File: config.mk
export PLATFORM = sky130hd
export DESIGN_NAME = adcs_ctrl
export DESIGN_NICKNAME = d
export VERILOG_FILES = /design/src/adcs_pkg.sv /design/src/adcs_ctrl.sv
export VERILOG_INCLUDE_DIRS = /design/src
export SDC_FILE = /design/constraint.sdc
export NUM_CORES = 1
export LEC_CHECK = 0
export BUFFER_PORTS_ARGS = -buffer_cell sky130_fd_sc_hd__buf_4
export CELL_PAD_IN_SITES_DETAIL_PLACEMENT = 0
export CELL_PAD_IN_SITES_GLOBAL_PLACEMENT = 2
export CORE_MARGIN = 4
export CORE_UTILIZATION = 43
export CTS_BUF_LIST = sky130_fd_sc_hd__clkbuf_2 sky130_fd_sc_hd__clkbuf_4 sky130_fd_sc_hd__clkbuf_8
export CTS_CLUSTER_SIZE = 8
export DETAILED_ROUTE_END_ITERATION = 10
export GPL_ROUTABILITY_DRIVEN = 0
export PLACE_DENSITY_LB_ADDON = 0.1
export SLEW_MARGIN = 40
export SYNTH_ARGS = -nofsm -noshare
export SYNTH_HDL_FRONTEND = slang
export SYNTH_SLANG_ARGS = --single-unit
File: constraint.sdc
create_clock -name clock -period 14.4 [get_ports clock]
set_input_delay 2.88 -clock clock [delete_from_list [all_inputs] [get_ports clock]]
set_output_delay 2.88 -clock clock [all_outputs]
set_load 0.01 [all_outputs]
File: src/adcs_defs.svh
// Register map, field positions and encodings of the sequencer control.
// Included by the control module, its monitor and the bench; definitions only.
`ifndef ADCS_DEFS_SVH
`define ADCS_DEFS_SVH
// Byte offsets on the register bus
`define ADCS_OFF_EN     12'h000
`define ADCS_OFF_RIS    12'h004
`define ADCS_OFF_IM     12'h008
`define ADCS_OFF_ISC    12'h00c
`define ADCS_OFF_OVF    12'h010
`define ADCS_OFF_UFL    12'h014
`define ADCS_OFF_TSRC   12'h018
`define ADCS_OFF_PRIO   12'h01c
`define ADCS_OFF_PTRIG  12'h020
`define ADCS_OFF_OSMP   12'h024
`define ADCS_OFF_MISC   12'h028
`define ADCS_OFF_CMP    12'h02c
`define ADCS_OFF_BAND   12'h030
`define ADCS_OFF_FIFO   12'h040
`define ADCS_OFF_STEP   12'h080
// Step word fields
`define ADCS_STEP_IE    5
`define ADCS_STEP_END   6
`define ADCS_CH_TEMP    5'h18
// Sequencer depths and step bases
`define ADCS_NSTEP      17
`define ADCS_DEPTH0     4'h8
`define ADCS_DEPTH1     4'h4
`define ADCS_DEPTH3     4'h1
`define ADCS_BASE1      5'h08
`define ADCS_BASE2      5'h0c
`define ADCS_BASE3      5'h10
// Trigger sources
`define ADCS_TRG_PROC   2'h0
`define ADCS_TRG_EXT    2'h1
`define ADCS_TRG_ALWAYS 2'h2
// Oversampling, comparator bands
`define ADCS_OS_MAX     3'h6
`define ADCS_BAND_LOW   2'h0
`define ADCS_BAND_MID   2'h1
`define ADCS_BAND_HIGH  2'h2
// Priority after reset: sequencer index is its rank
`define ADCS_PRIO_RST   8'he4
`endif

File: src/adcs_pkg.sv
// Types shared by the sequencer control.
// Assumes adcs_defs.svh is on the include path.
package adcs_pkg;
    typedef enum logic [1:0] {
        ADCS_IDLE,
        ADCS_REQ,
        ADCS_WAIT
    } adcs_state_t;
endpackage : adcs_pkg

File: src/adcs_ctrl.sv
// Sample sequencer control of a multi-channel converter, APB slave.
// Assumes the converter core answers conv_start with conv_done on clock.
//
// Local design decisions: the APB slave port and the register addresses.
`timescale 1ns/1ps
`include "adcs_defs.svh"
module adcs_ctrl
    import adcs_pkg::*;
#(
    parameter int DW = 12
) (
    // Clock and reset
    input  wire logic          clock,
    input  wire logic          rst,
    // APB slave
    input  wire logic          psel,
    input  wire logic          penable,
    input  wire logic          pwrite,
    input  wire logic [11:0]   paddr,
    input  wire logic [31:0]   pwdata,
    output logic               pready,
    output logic [31:0]        prdata,
    output logic               pslverr,
    // External trigger pin
    input  wire logic          ext_trig,
    // Converter core
    output logic               conv_start,
    output logic [4:0]         conv_ch,
    input  wire logic          conv_done,
    input  wire logic [DW-1:0] conv_data,
    // Settings and results
    output logic [1:0]         ref_sel,
    output logic [1:0]         res_sel,
    output logic [3:0]         phase_sel,
    output logic [1:0]         cmp_band,
    output logic               irq
);
    function automatic logic [3:0] depth(input logic [1:0] s);
        if (s == 2'h0) begin
            return `ADCS_DEPTH0;
        end else if (s == 2'h3) begin
            return `ADCS_DEPTH3;
        end else begin
            return `ADCS_DEPTH1;
        end
    endfunction : depth

    function automatic logic [4:0] base(input logic [1:0] s);
        if (s == 2'h0) begin
            return 5'h00;
        end else if (s == 2'h1) begin
            return `ADCS_BASE1;
        end else if (s == 2'h2) begin
            return `ADCS_BASE2;
        end else begin
            return `ADCS_BASE3;
        end
    endfunction : base

    function automatic logic [1:0] owner(input logic [4:0] i);
        if (i < `ADCS_BASE1) begin
            return 2'h0;
        end else if (i < `ADCS_BASE2) begin
            return 2'h1;
        end else if (i < `ADCS_BASE3) begin
            return 2'h2;
        end else begin
            return 2'h3;
        end
    endfunction : owner

    adcs_state_t       state_reg, state_next;
    logic [3:0]        en_reg, en_next, ris_reg, ris_next, im_reg, im_next;
    logic [3:0]        ovf_reg, ovf_next, ufl_reg, ufl_next;
    logic [3:0]        pend_reg, pend_next;
    logic [7:0]        tsrc_reg, tsrc_next, prio_reg, prio_next;
    logic [7:0]        misc_reg, misc_next;
    logic [2:0]        os_reg, os_next;
    logic [DW-1:0]     lo_reg, lo_next, hi_reg, hi_next;
    logic [1:0]        band_reg, band_next;
    logic [6:0]        step_reg [`ADCS_NSTEP];
    logic [6:0]        step_next [`ADCS_NSTEP];
    logic [DW-1:0]     fifo_mem [4][8];
    logic [2:0]        wp_reg [4];
    logic [2:0]        wp_next [4];
    logic [2:0]        rp_reg [4];
    logic [2:0]        rp_next [4];
    logic [3:0]        cnt_reg [4];
    logic [3:0]        cnt_next [4];
    logic [1:0]        act_reg, act_next;
    logic [2:0]        stp_reg, stp_next;
    logic [6:0]        osc_reg, osc_next;
    logic [DW+5:0]     acc_reg, acc_next;
    logic              start_reg, start_next;
    logic [4:0]        ch_reg, ch_next;
    logic              rdy_reg, rdy_next, err_reg, err_next;
    logic [31:0]       rdata_reg, rdata_next;
    logic              s1_reg, s2_reg, s3_reg, lvl_reg, lvl_next;
    logic              push;
    logic [DW-1:0]     push_data;
    logic [DW+5:0]     sum;
    logic [6:0]        step_word;
    logic [4:0]        sidx;
    logic [1:0]        best, ps;
    logic              found, wr, rd_lat, ext_rise, step_hit;

    assign pready     = rdy_reg;
    assign prdata     = rdata_reg;
    assign pslverr    = err_reg;
    assign conv_start = start_reg;
    assign conv_ch    = ch_reg;
    assign cmp_band   = band_reg;
    assign ref_sel    = misc_reg[1:0];
    assign res_sel    = misc_reg[3:2];
    assign phase_sel  = misc_reg[7:4];
    assign irq        = |(ris_reg & im_reg);

    always_comb begin
        // One wait state: request latched, answered next cycle
        rdy_next   = psel & penable & ~rdy_reg;
        rd_lat     = rdy_next & ~pwrite;
        wr         = psel & penable & rdy_reg & pwrite;
        lvl_next   = (s2_reg == s3_reg) ? s3_reg : lvl_reg;
        ext_rise   = lvl_next & ~lvl_reg;
        sidx       = 5'((paddr - `ADCS_OFF_STEP) >> 2);
        // Bounded window, so high offsets never alias onto steps
        step_hit   = paddr >= `ADCS_OFF_STEP
                     && paddr < `ADCS_OFF_STEP + 12'(4 * `ADCS_NSTEP);
        en_next    = en_reg;
        im_next    = im_reg;
        tsrc_next  = tsrc_reg;
        prio_next  = prio_reg;
        os_next    = os_reg;
        misc_next  = misc_reg;
        lo_next    = lo_reg;
        hi_next    = hi_reg;
        band_next  = band_reg;
        step_next  = step_reg;
        wp_next    = wp_reg;
        rp_next    = rp_reg;
        cnt_next   = cnt_reg;
        rdata_next = rdata_reg;
        err_next   = 1'b0;
        state_next = state_reg;
        act_next   = act_reg;
        stp_next   = stp_reg;
        osc_next   = osc_reg;
        acc_next   = acc_reg;
        start_next = 1'b0;
        ch_next    = ch_reg;
        push       = 1'b0;
        sum        = acc_reg + (DW+6)'(conv_data);
        push_data  = DW'(sum >> os_reg);
        step_word  = step_reg[5'(base(act_reg) + 5'(stp_reg))];
        ris_next   = ris_reg;
        ovf_next   = ovf_reg;
        ufl_next   = ufl_reg;
        pend_next  = pend_reg;
        // Register writes
        if (wr) begin
            if (paddr == `ADCS_OFF_EN) begin
                en_next = pwdata[3:0];
            end else if (paddr == `ADCS_OFF_RIS
                         || paddr == `ADCS_OFF_ISC) begin
                ris_next = ris_reg & ~pwdata[3:0];
            end else if (paddr == `ADCS_OFF_IM) begin
                im_next = pwdata[3:0];
            end else if (paddr == `ADCS_OFF_OVF) begin
                ovf_next = ovf_reg & ~pwdata[3:0];
            end else if (paddr == `ADCS_OFF_UFL) begin
                ufl_next = ufl_reg & ~pwdata[3:0];
            end else if (paddr == `ADCS_OFF_TSRC) begin
                tsrc_next = pwdata[7:0];
            end else if (paddr == `ADCS_OFF_PRIO) begin
                prio_next = pwdata[7:0];
            end else if (paddr == `ADCS_OFF_OSMP) begin
                // one shared factor; out of range ignored
                if (pwdata[2:0] <= `ADCS_OS_MAX) begin
                    os_next = pwdata[2:0];
                end
            end else if (paddr == `ADCS_OFF_MISC) begin
                misc_next = pwdata[7:0];
            end else if (paddr == `ADCS_OFF_CMP) begin
                lo_next = pwdata[DW-1:0];
                hi_next = pwdata[DW+15:16];
            end else if (step_hit) begin
                if (!en_reg[owner(sidx)]) begin
                    step_next[sidx] = pwdata[6:0];
                end
            end
        end
        // Triggers, from the registered source, so a new source counts from the next cycle
        for (int i = 0; i < 4; i++) begin
            ps = tsrc_reg[2*i +: 2];
            if ((ps == `ADCS_TRG_ALWAYS)
                || (ps == `ADCS_TRG_EXT && ext_rise)
                || (ps == `ADCS_TRG_PROC && wr
                    && paddr == `ADCS_OFF_PTRIG && pwdata[i])) begin
                pend_next[i] = 1'b1;
            end
            if (!en_reg[i]) begin
                pend_next[i] = 1'b0;
            end
        end
        // strict priority, lower value wins, ties to lower index
        found = 1'b0;
        best  = 2'h0;
        for (int i = 0; i < 4; i++) begin
            if (pend_reg[i] && en_reg[i] && (!found
                || prio_reg[2*i +: 2] < prio_reg[2*best +: 2])) begin
                found = 1'b1;
                best  = 2'(i);
            end
        end
        case (state_reg)
            ADCS_IDLE: begin
                if (found) begin
                    act_next        = best;
                    stp_next        = 3'h0;
                    osc_next        = 7'h0;
                    acc_next        = '0;
                    pend_next[best] = 1'b0;
                    state_next      = ADCS_REQ;
                end
            end
            ADCS_REQ: begin
                // five bits, 24 is the temperature sensor
                ch_next    = step_word[4:0];
                start_next = 1'b1;
                state_next = ADCS_WAIT;
            end
            default: begin
                if (conv_done) begin
                    acc_next = sum;
                    osc_next = osc_reg + 7'h1;
                    // repeat same input until 1 << factor samples are summed
                    if ((osc_reg + 7'h1) != (7'h1 << os_reg)) begin
                        state_next = ADCS_REQ;
                    end else begin
                        push     = 1'b1;
                        acc_next = '0;
                        osc_next = 7'h0;
                        if (step_word[`ADCS_STEP_IE]) begin
                            ris_next[act_reg] = 1'b1;
                        end
                        if (push_data <= lo_reg) begin
                            band_next = `ADCS_BAND_LOW;
                        end else if (push_data <= hi_reg) begin
                            band_next = `ADCS_BAND_MID;
                        end else begin
                            band_next = `ADCS_BAND_HIGH;
                        end
                        if (step_word[`ADCS_STEP_END]
                            || 4'(stp_reg) == depth(act_reg) - 4'h1) begin
                            state_next = ADCS_IDLE;
                        end else begin
                            stp_next   = stp_reg + 3'h1;
                            state_next = ADCS_REQ;
                        end
                    end
                end
            end
        endcase
        // FIFOs; full drops the result, empty read returns zero
        for (int i = 0; i < 4; i++) begin
            if (push && act_reg == 2'(i)) begin
                if (cnt_reg[i] == depth(2'(i))) begin
                    ovf_next[i] = 1'b1;
                end else begin
                    cnt_next[i] = cnt_next[i] + 4'h1;
                    wp_next[i]  = (4'(wp_reg[i]) == depth(2'(i)) - 4'h1)
                                  ? 3'h0 : wp_reg[i] + 3'h1;
                end
            end
            if (rd_lat && paddr == `ADCS_OFF_FIFO + 12'(4*i)) begin
                if (cnt_reg[i] == 4'h0) begin
                    ufl_next[i] = 1'b1;
                end else begin
                    cnt_next[i] = cnt_next[i] - 4'h1;
                    rp_next[i]  = (4'(rp_reg[i]) == depth(2'(i)) - 4'h1)
                                  ? 3'h0 : rp_reg[i] + 3'h1;
                end
            end
        end
        // Read data and error, latched in the first access cycle
        if (rdy_next) begin
            rdata_next = 32'h0;
            if (paddr == `ADCS_OFF_EN) begin
                rdata_next[3:0] = en_reg;
            end else if (paddr == `ADCS_OFF_RIS) begin
                rdata_next[3:0] = ris_reg;
            end else if (paddr == `ADCS_OFF_IM) begin
                rdata_next[3:0] = im_reg;
            end else if (paddr == `ADCS_OFF_ISC) begin
                rdata_next[3:0] = ris_reg & im_reg;
            end else if (paddr == `ADCS_OFF_OVF) begin
                rdata_next[3:0] = ovf_reg;
            end else if (paddr == `ADCS_OFF_UFL) begin
                rdata_next[3:0] = ufl_reg;
            end else if (paddr == `ADCS_OFF_TSRC) begin
                rdata_next[7:0] = tsrc_reg;
            end else if (paddr == `ADCS_OFF_PRIO) begin
                rdata_next[7:0] = prio_reg;
            end else if (paddr == `ADCS_OFF_PTRIG) begin
                rdata_next = 32'h0;
            end else if (paddr == `ADCS_OFF_OSMP) begin
                rdata_next[2:0] = os_reg;
            end else if (paddr == `ADCS_OFF_MISC) begin
                rdata_next[7:0] = misc_reg;
            end else if (paddr == `ADCS_OFF_CMP) begin
                rdata_next[DW-1:0]   = lo_reg;
                rdata_next[DW+15:16] = hi_reg;
            end else if (paddr == `ADCS_OFF_BAND) begin
                rdata_next[1:0] = band_reg;
            end else if (paddr[11:4] == 8'(`ADCS_OFF_FIFO >> 4)
                         && paddr[1:0] == 2'h0) begin
                if (cnt_reg[paddr[3:2]] != 4'h0) begin
                    rdata_next[DW-1:0] =
                        fifo_mem[paddr[3:2]][rp_reg[paddr[3:2]]];
                end
            end else if (step_hit && paddr[1:0] == 2'h0) begin
                rdata_next[6:0] = step_reg[sidx];
            end else begin
                err_next = 1'b1;
            end
        end
    end

    always_ff @(posedge clock) begin
        if (push && cnt_reg[act_reg] != depth(act_reg)) begin
            fifo_mem[act_reg][wp_reg[act_reg]] <= push_data;
        end
    end

    always_ff @(posedge clock or posedge rst) begin
        if (rst) begin
            state_reg <= ADCS_IDLE;
            en_reg    <= 4'h0;
            ris_reg   <= 4'h0;
            im_reg    <= 4'h0;
            ovf_reg   <= 4'h0;
            ufl_reg   <= 4'h0;
            pend_reg  <= 4'h0;
            tsrc_reg  <= 8'h0;
            prio_reg  <= `ADCS_PRIO_RST;
            misc_reg  <= 8'h0;
            os_reg    <= 3'h0;
            lo_reg    <= '0;
            hi_reg    <= '0;
            band_reg  <= `ADCS_BAND_LOW;
            step_reg  <= '{default: 7'h0};
            wp_reg    <= '{default: 3'h0};
            rp_reg    <= '{default: 3'h0};
            cnt_reg   <= '{default: 4'h0};
            act_reg   <= 2'h0;
            stp_reg   <= 3'h0;
            osc_reg   <= 7'h0;
            acc_reg   <= '0;
            start_reg <= 1'b0;
            ch_reg    <= 5'h0;
            rdy_reg   <= 1'b0;
            err_reg   <= 1'b0;
            rdata_reg <= 32'h0;
            s1_reg    <= 1'b0;
            s2_reg    <= 1'b0;
            s3_reg    <= 1'b0;
            lvl_reg   <= 1'b0;
        end else begin
            state_reg <= state_next;
            en_reg    <= en_next;
            ris_reg   <= ris_next;
            im_reg    <= im_next;
            ovf_reg   <= ovf_next;
            ufl_reg   <= ufl_next;
            pend_reg  <= pend_next;
            tsrc_reg  <= tsrc_next;
            prio_reg  <= prio_next;
            misc_reg  <= misc_next;
            os_reg    <= os_next;
            lo_reg    <= lo_next;
            hi_reg    <= hi_next;
            band_reg  <= band_next;
            step_reg  <= step_next;
            wp_reg    <= wp_next;
            rp_reg    <= rp_next;
            cnt_reg   <= cnt_next;
            act_reg   <= act_next;
            stp_reg   <= stp_next;
            osc_reg   <= osc_next;
            acc_reg   <= acc_next;
            start_reg <= start_next;
            ch_reg    <= ch_next;
            rdy_reg   <= rdy_next;
            err_reg   <= err_next;
            rdata_reg <= rdata_next;
            s1_reg    <= ext_trig;
            s2_reg    <= s1_reg;
            s3_reg    <= s2_reg;
            lvl_reg   <= lvl_next;
        end
    end
endmodule : adcs_ctrl

==> results.txt <==
For this configuration, the core starts out at a cell density of 0.435. The buffering stage count on the worst path with inverters included is 3. The share of total power dissipated in combinational logic is 0.153.

The clock network latency to the later pin of the worst-skew pair came out at 0.75 ns. The H-tree was split into 3 levels. Yosys attributes the largest share of cell area to edfxtp_1, dfrtp_1, mux4_2, mux2_2, ha_1. Clock tree synthesis inserted a total of 117 buffers.

The die extent in x is 285 µm. The final cell count without fillers came out at 3,609. The largest fanout on the critical path came out at 34.

The final count of hold timing violations came out at 0. The number of enable-type register cells in the synthesized netlist came out at 384. Setup repair after global routing left no endpoint under its margin. The standby leakage power is 14.8 nW.

The layout overhead on the synthesized area came out at 13.4%. The clock sink count is 688. The proportion of layout cells with a drive suffix above 1 came out at 0.295.

The I/O pin count came out at 114. The full die area came out at 0.0814 mm². The largest area contributor in the synthesized netlist is edfxtp_1. From bottom edge to top edge, the die measures 285 µm. The share of the synthesized area in the top cell type is 0.349. Walking the worst path, the cells encountered are buf_4, ha_1, inv_1, fa_1, nor2b_1, o211a_1, o21ai_0, a21oi_1, o21ai_0, nand2_1, xor2_1, a2111oi_0, a221oi_4, buf_4, ha_1, nand4_1, or2_2, o221ai_1, o211ai_1, nand2b_1, o21ai_0.

The portion of total power attributed to the clock network is 0.369. The final cycle utilization of the critical path came out at 0.497. The net switching fraction of the power came out at 0.282.

During placement, the flow inserted port buffers numbering 97. The total placed cells including tap cells came out at 3,402. In the final routed layout, each cell accounts on average for 25.5 µm. The remaining routing DRC violations is 0.

The power per cell area is 128 mW/mm². At the end of the flow, the number of nets in the layout was 2,629. After clock tree synthesis, the flow added hold-fix buffers numbering 0. The overall power consumption is 4.80 mW. The worst slack at placement came out at 6.53 ns.

The clock transition time at the flip-flop clock pins of the worst setup and hold paths is 0.06 ns. For this run, the leading register cell type out of synthesis is edfxtp_1. For the finished layout, the period the worst path requires is 7.16 ns. The number of antenna violations at the first check in global routing came to 1.

Yosys instantiated no cell more often than edfxtp_1. Entering global routing, the biggest net connects 102 pins. For this design the total switching power over the nets is 1.35 mW. The post-DP HPWL came out at 61.2 mm. The number of nets still failing antenna checks after routing came out at 0.

The via count of the first global-routing pass is 21,500. The final standard cell area without fillers is 0.0375 mm². The number of warnings reported in the yosys synthesis log came out at 0. After technology mapping, the gate count stands at 2,342. The smallest setup slack after layout is 7.24 ns.

The largest stage delay on the critical path came out at 0.74 ns. The number of placement rows came out at 101. The area of the mapped netlist came out at 0.0331 mm². The data arrival time of the critical path came out at 7.80 ns. The area inside the core boundary came out at 0.0761 mm². The worst pin sits at a relative slew slack of 0.448.

The placed instances occupy a cell area of 0.0351 mm². In this run the mean area of a mapped cell was 14.1 µm². The core occupancy in the finished layout is 0.493. The wire length of the first global-routing pass is 140 mm.

The average via count per standard cell is 5.75. The share of total power dissipated in sequential elements is 0.477. The kind of capture point of the worst setup path is a flop.

The maximum buffer depth of the clock tree is 3. In this run, distinct cell masters in the synthesized netlist total 90. The combined area of the multi-input logic cells is 0.0132 mm². The all-layer global routing usage came out at 0.226.

The post-CTS resize count is 0. The transition time at the pin with the least slew margin is 0.828 ns. The number of fillers in the final layout is 6,690. The run finished with clean final reports.

The total count of max-transition violations in the final report is 0. The number of buffers inserted by post-CTS setup repair came out at 0. The final worst hold slack is 0.363 ns. The data required time of the critical path is 15.04 ns. The async set-or-reset flop fraction in the synthesized netlist is 0.442. The combined flip-flop and latch cell area is 0.0191 mm². The tree is rooted in a clkbuf_8.

Among cell families on the critical path, the largest total delay comes from compound AO/OA/AOI/OAI gates. Of the synthesized area, sequential elements account for 0.579. The aggregate global routing overflow is 0. The final sum of negative setup slack is 0 ns. The most used cell along the critical path is o21ai_0. The final wirelength came out at 92.0 mm.

In this run, the number of DRC markers left after iteration 0 of detailed routing was 1,633. Clock skew on the completed layout was measured at 0.0459 ns. STA classifies the critical path startpoint as an input pin. The path class of the tightest hold or removal check is flop to flop. The peak supply drop came out at 98.6 µV. The register bit count reported by yosys is 688. The number of flip-flops under the largest register name came out at 384. The max-capacitance violation count is 0. The total vias in the final route came out at 20,700. The setup path with the least slack is of type input pin to flop.

The highest attainable clock frequency is 140 MHz. TritonCTS built the clock tree. Setup violations remaining at the end of the flow were counted as 0. The slowest stage of the critical path belongs to the cell a2111oi_0. The cell-internal power came out at 3.45 mW. The detailed-router iteration count before antenna repair came out at 6. In the synthesized netlist, the cells that appear most often are edfxtp_1, dfrtp_1, nand2_1.
-- cell usage in the layout, fill, tap and decap left out, types with 9 or more instances in the layout --
| master | synthesis | routed |
|---|---|---|
| edfxtp_1 | 384 | 384 |
| dfrtp_1 | 300 | 299 |
| nand2_1 | 200 | 200 |
| mux4_2 | 172 | 172 |
| mux2_2 | 168 | 168 |
| buf_4 | 16 | 149 |
| clkbuf_8 | 0 | 133 |
| o21ai_0 | 119 | 117 |
| nor2_1 | 95 | 94 |
| a21oi_1 | 74 | 72 |
| ha_1 | 71 | 71 |
| inv_1 | 68 | 67 |
| mux2i_1 | 57 | 57 |
| a211oi_1 | 46 | 46 |
| clkbuf_4 | 0 | 38 |
| nor2b_1 | 31 | 31 |
| nor3_1 | 34 | 26 |
| nand3_1 | 25 | 25 |
| a21o_1 | 23 | 23 |
| xnor2_1 | 20 | 20 |
| a22o_1 | 20 | 20 |
| nand4_1 | 19 | 19 |
| and2_1 | 18 | 18 |
| xor2_1 | 18 | 18 |
| clkinv_1 | 3 | 16 |
| nand2b_1 | 15 | 15 |
| o31ai_1 | 14 | 14 |
| o211ai_1 | 13 | 13 |
| a22oi_1 | 13 | 13 |
| clkinv_2 | 0 | 13 |
| o21a_1 | 10 | 10 |
| a31oi_1 | 9 | 9 |
| nor3b_1 | 9 | 9 |
| nor3_2 | 1 | 9 |
| nand3b_1 | 9 | 9 |
-- cell type report --
| cell class | instances | share of cell area |
|---|---|---|
| sequential | 688 | 0.510 |
| multi-input combinational | 1458 | 0.352 |
| clock buffer | 171 | 0.0564 |
| tap | 1030 | 0.0344 |
| timing repair buffer | 157 | 0.0332 |
| inverter | 71 | 0.00730 |
| clock inverter | 33 | 0.00630 |
| antenna | 1 | 0.0000667 |
-- power by group through the flow --
stage	Clock (mW)	Sequential (mW)	Combinational, mW
final	1.77	2.29	0.737
after CTS	1.83	2.29	0.748
after detailed placement	0	2.33	0.745
after global routing	1.92	2.30	0.809
after global placement	0	2.33	0.723
after floorplan	0	2.32	0.470
-- metal layers --
metal | up-vias | part of all wire | GRT usage
met5 | - | 0 | 0
met1 | 10800 | 0.46 | 0.327
li1 | 9316 | - | -
met4 | 0 | 0.024 | 0.0591
met2 | 544 | 0.47 | 0.361
met3 | 132 | 0.047 | 0.0337
-- final timing paths --
| kind | from | endpoint | slack (ns) | cells past startpoint |
|---|---|---|---|---|
| worst max register to register | acc_reg[0]$_DFFE_PP0P_ | cmp_band[0]$_DFFE_PP0P_ | 9.15 | 20 |
| worst min register to register | s1_reg$_DFF_PP0_ | s2_reg$_DFF_PP0_ | 0.36 | 0 |
| worst min-delay path | s1_reg$_DFF_PP0_ | s2_reg$_DFF_PP0_ | 0.36 | 0 |
| min in group asynchronous | rst | step_reg[60]$_DFFE_PP0P_ | 2.10 | 2 |
| worst max-delay path | conv_data[0] | cmp_band[0]$_DFFE_PP0P_ | 7.24 | 21 |
| max in group asynchronous | rst | stp_reg[0]$_DFFE_PP0P_ | 10.69 | 4 |
-- kinds of logic (layout without fill, tap and decap cells) --
| group | after synthesis | count (layout) | share of synthesized area |
|---|---|---|---|
| AO/OA/AOI/OAI | 408 | 408 | 0.0812 |
| other | 1 | 9 | 0.000113 |
| flip-flops | 688 | 688 | 0.579 |
| buffers and inverters | 203 | 432 | 0.0266 |
| multiplexers | 401 | 401 | 0.193 |
| AND/OR/NAND/NOR | 525 | 525 | 0.0796 |
| adder cells (fa/ha/maj) | 74 | 74 | 0.0284 |
| XOR/XNOR | 42 | 42 | 0.0120 |
Note: power is estimated with default switching activity, not from simulation.
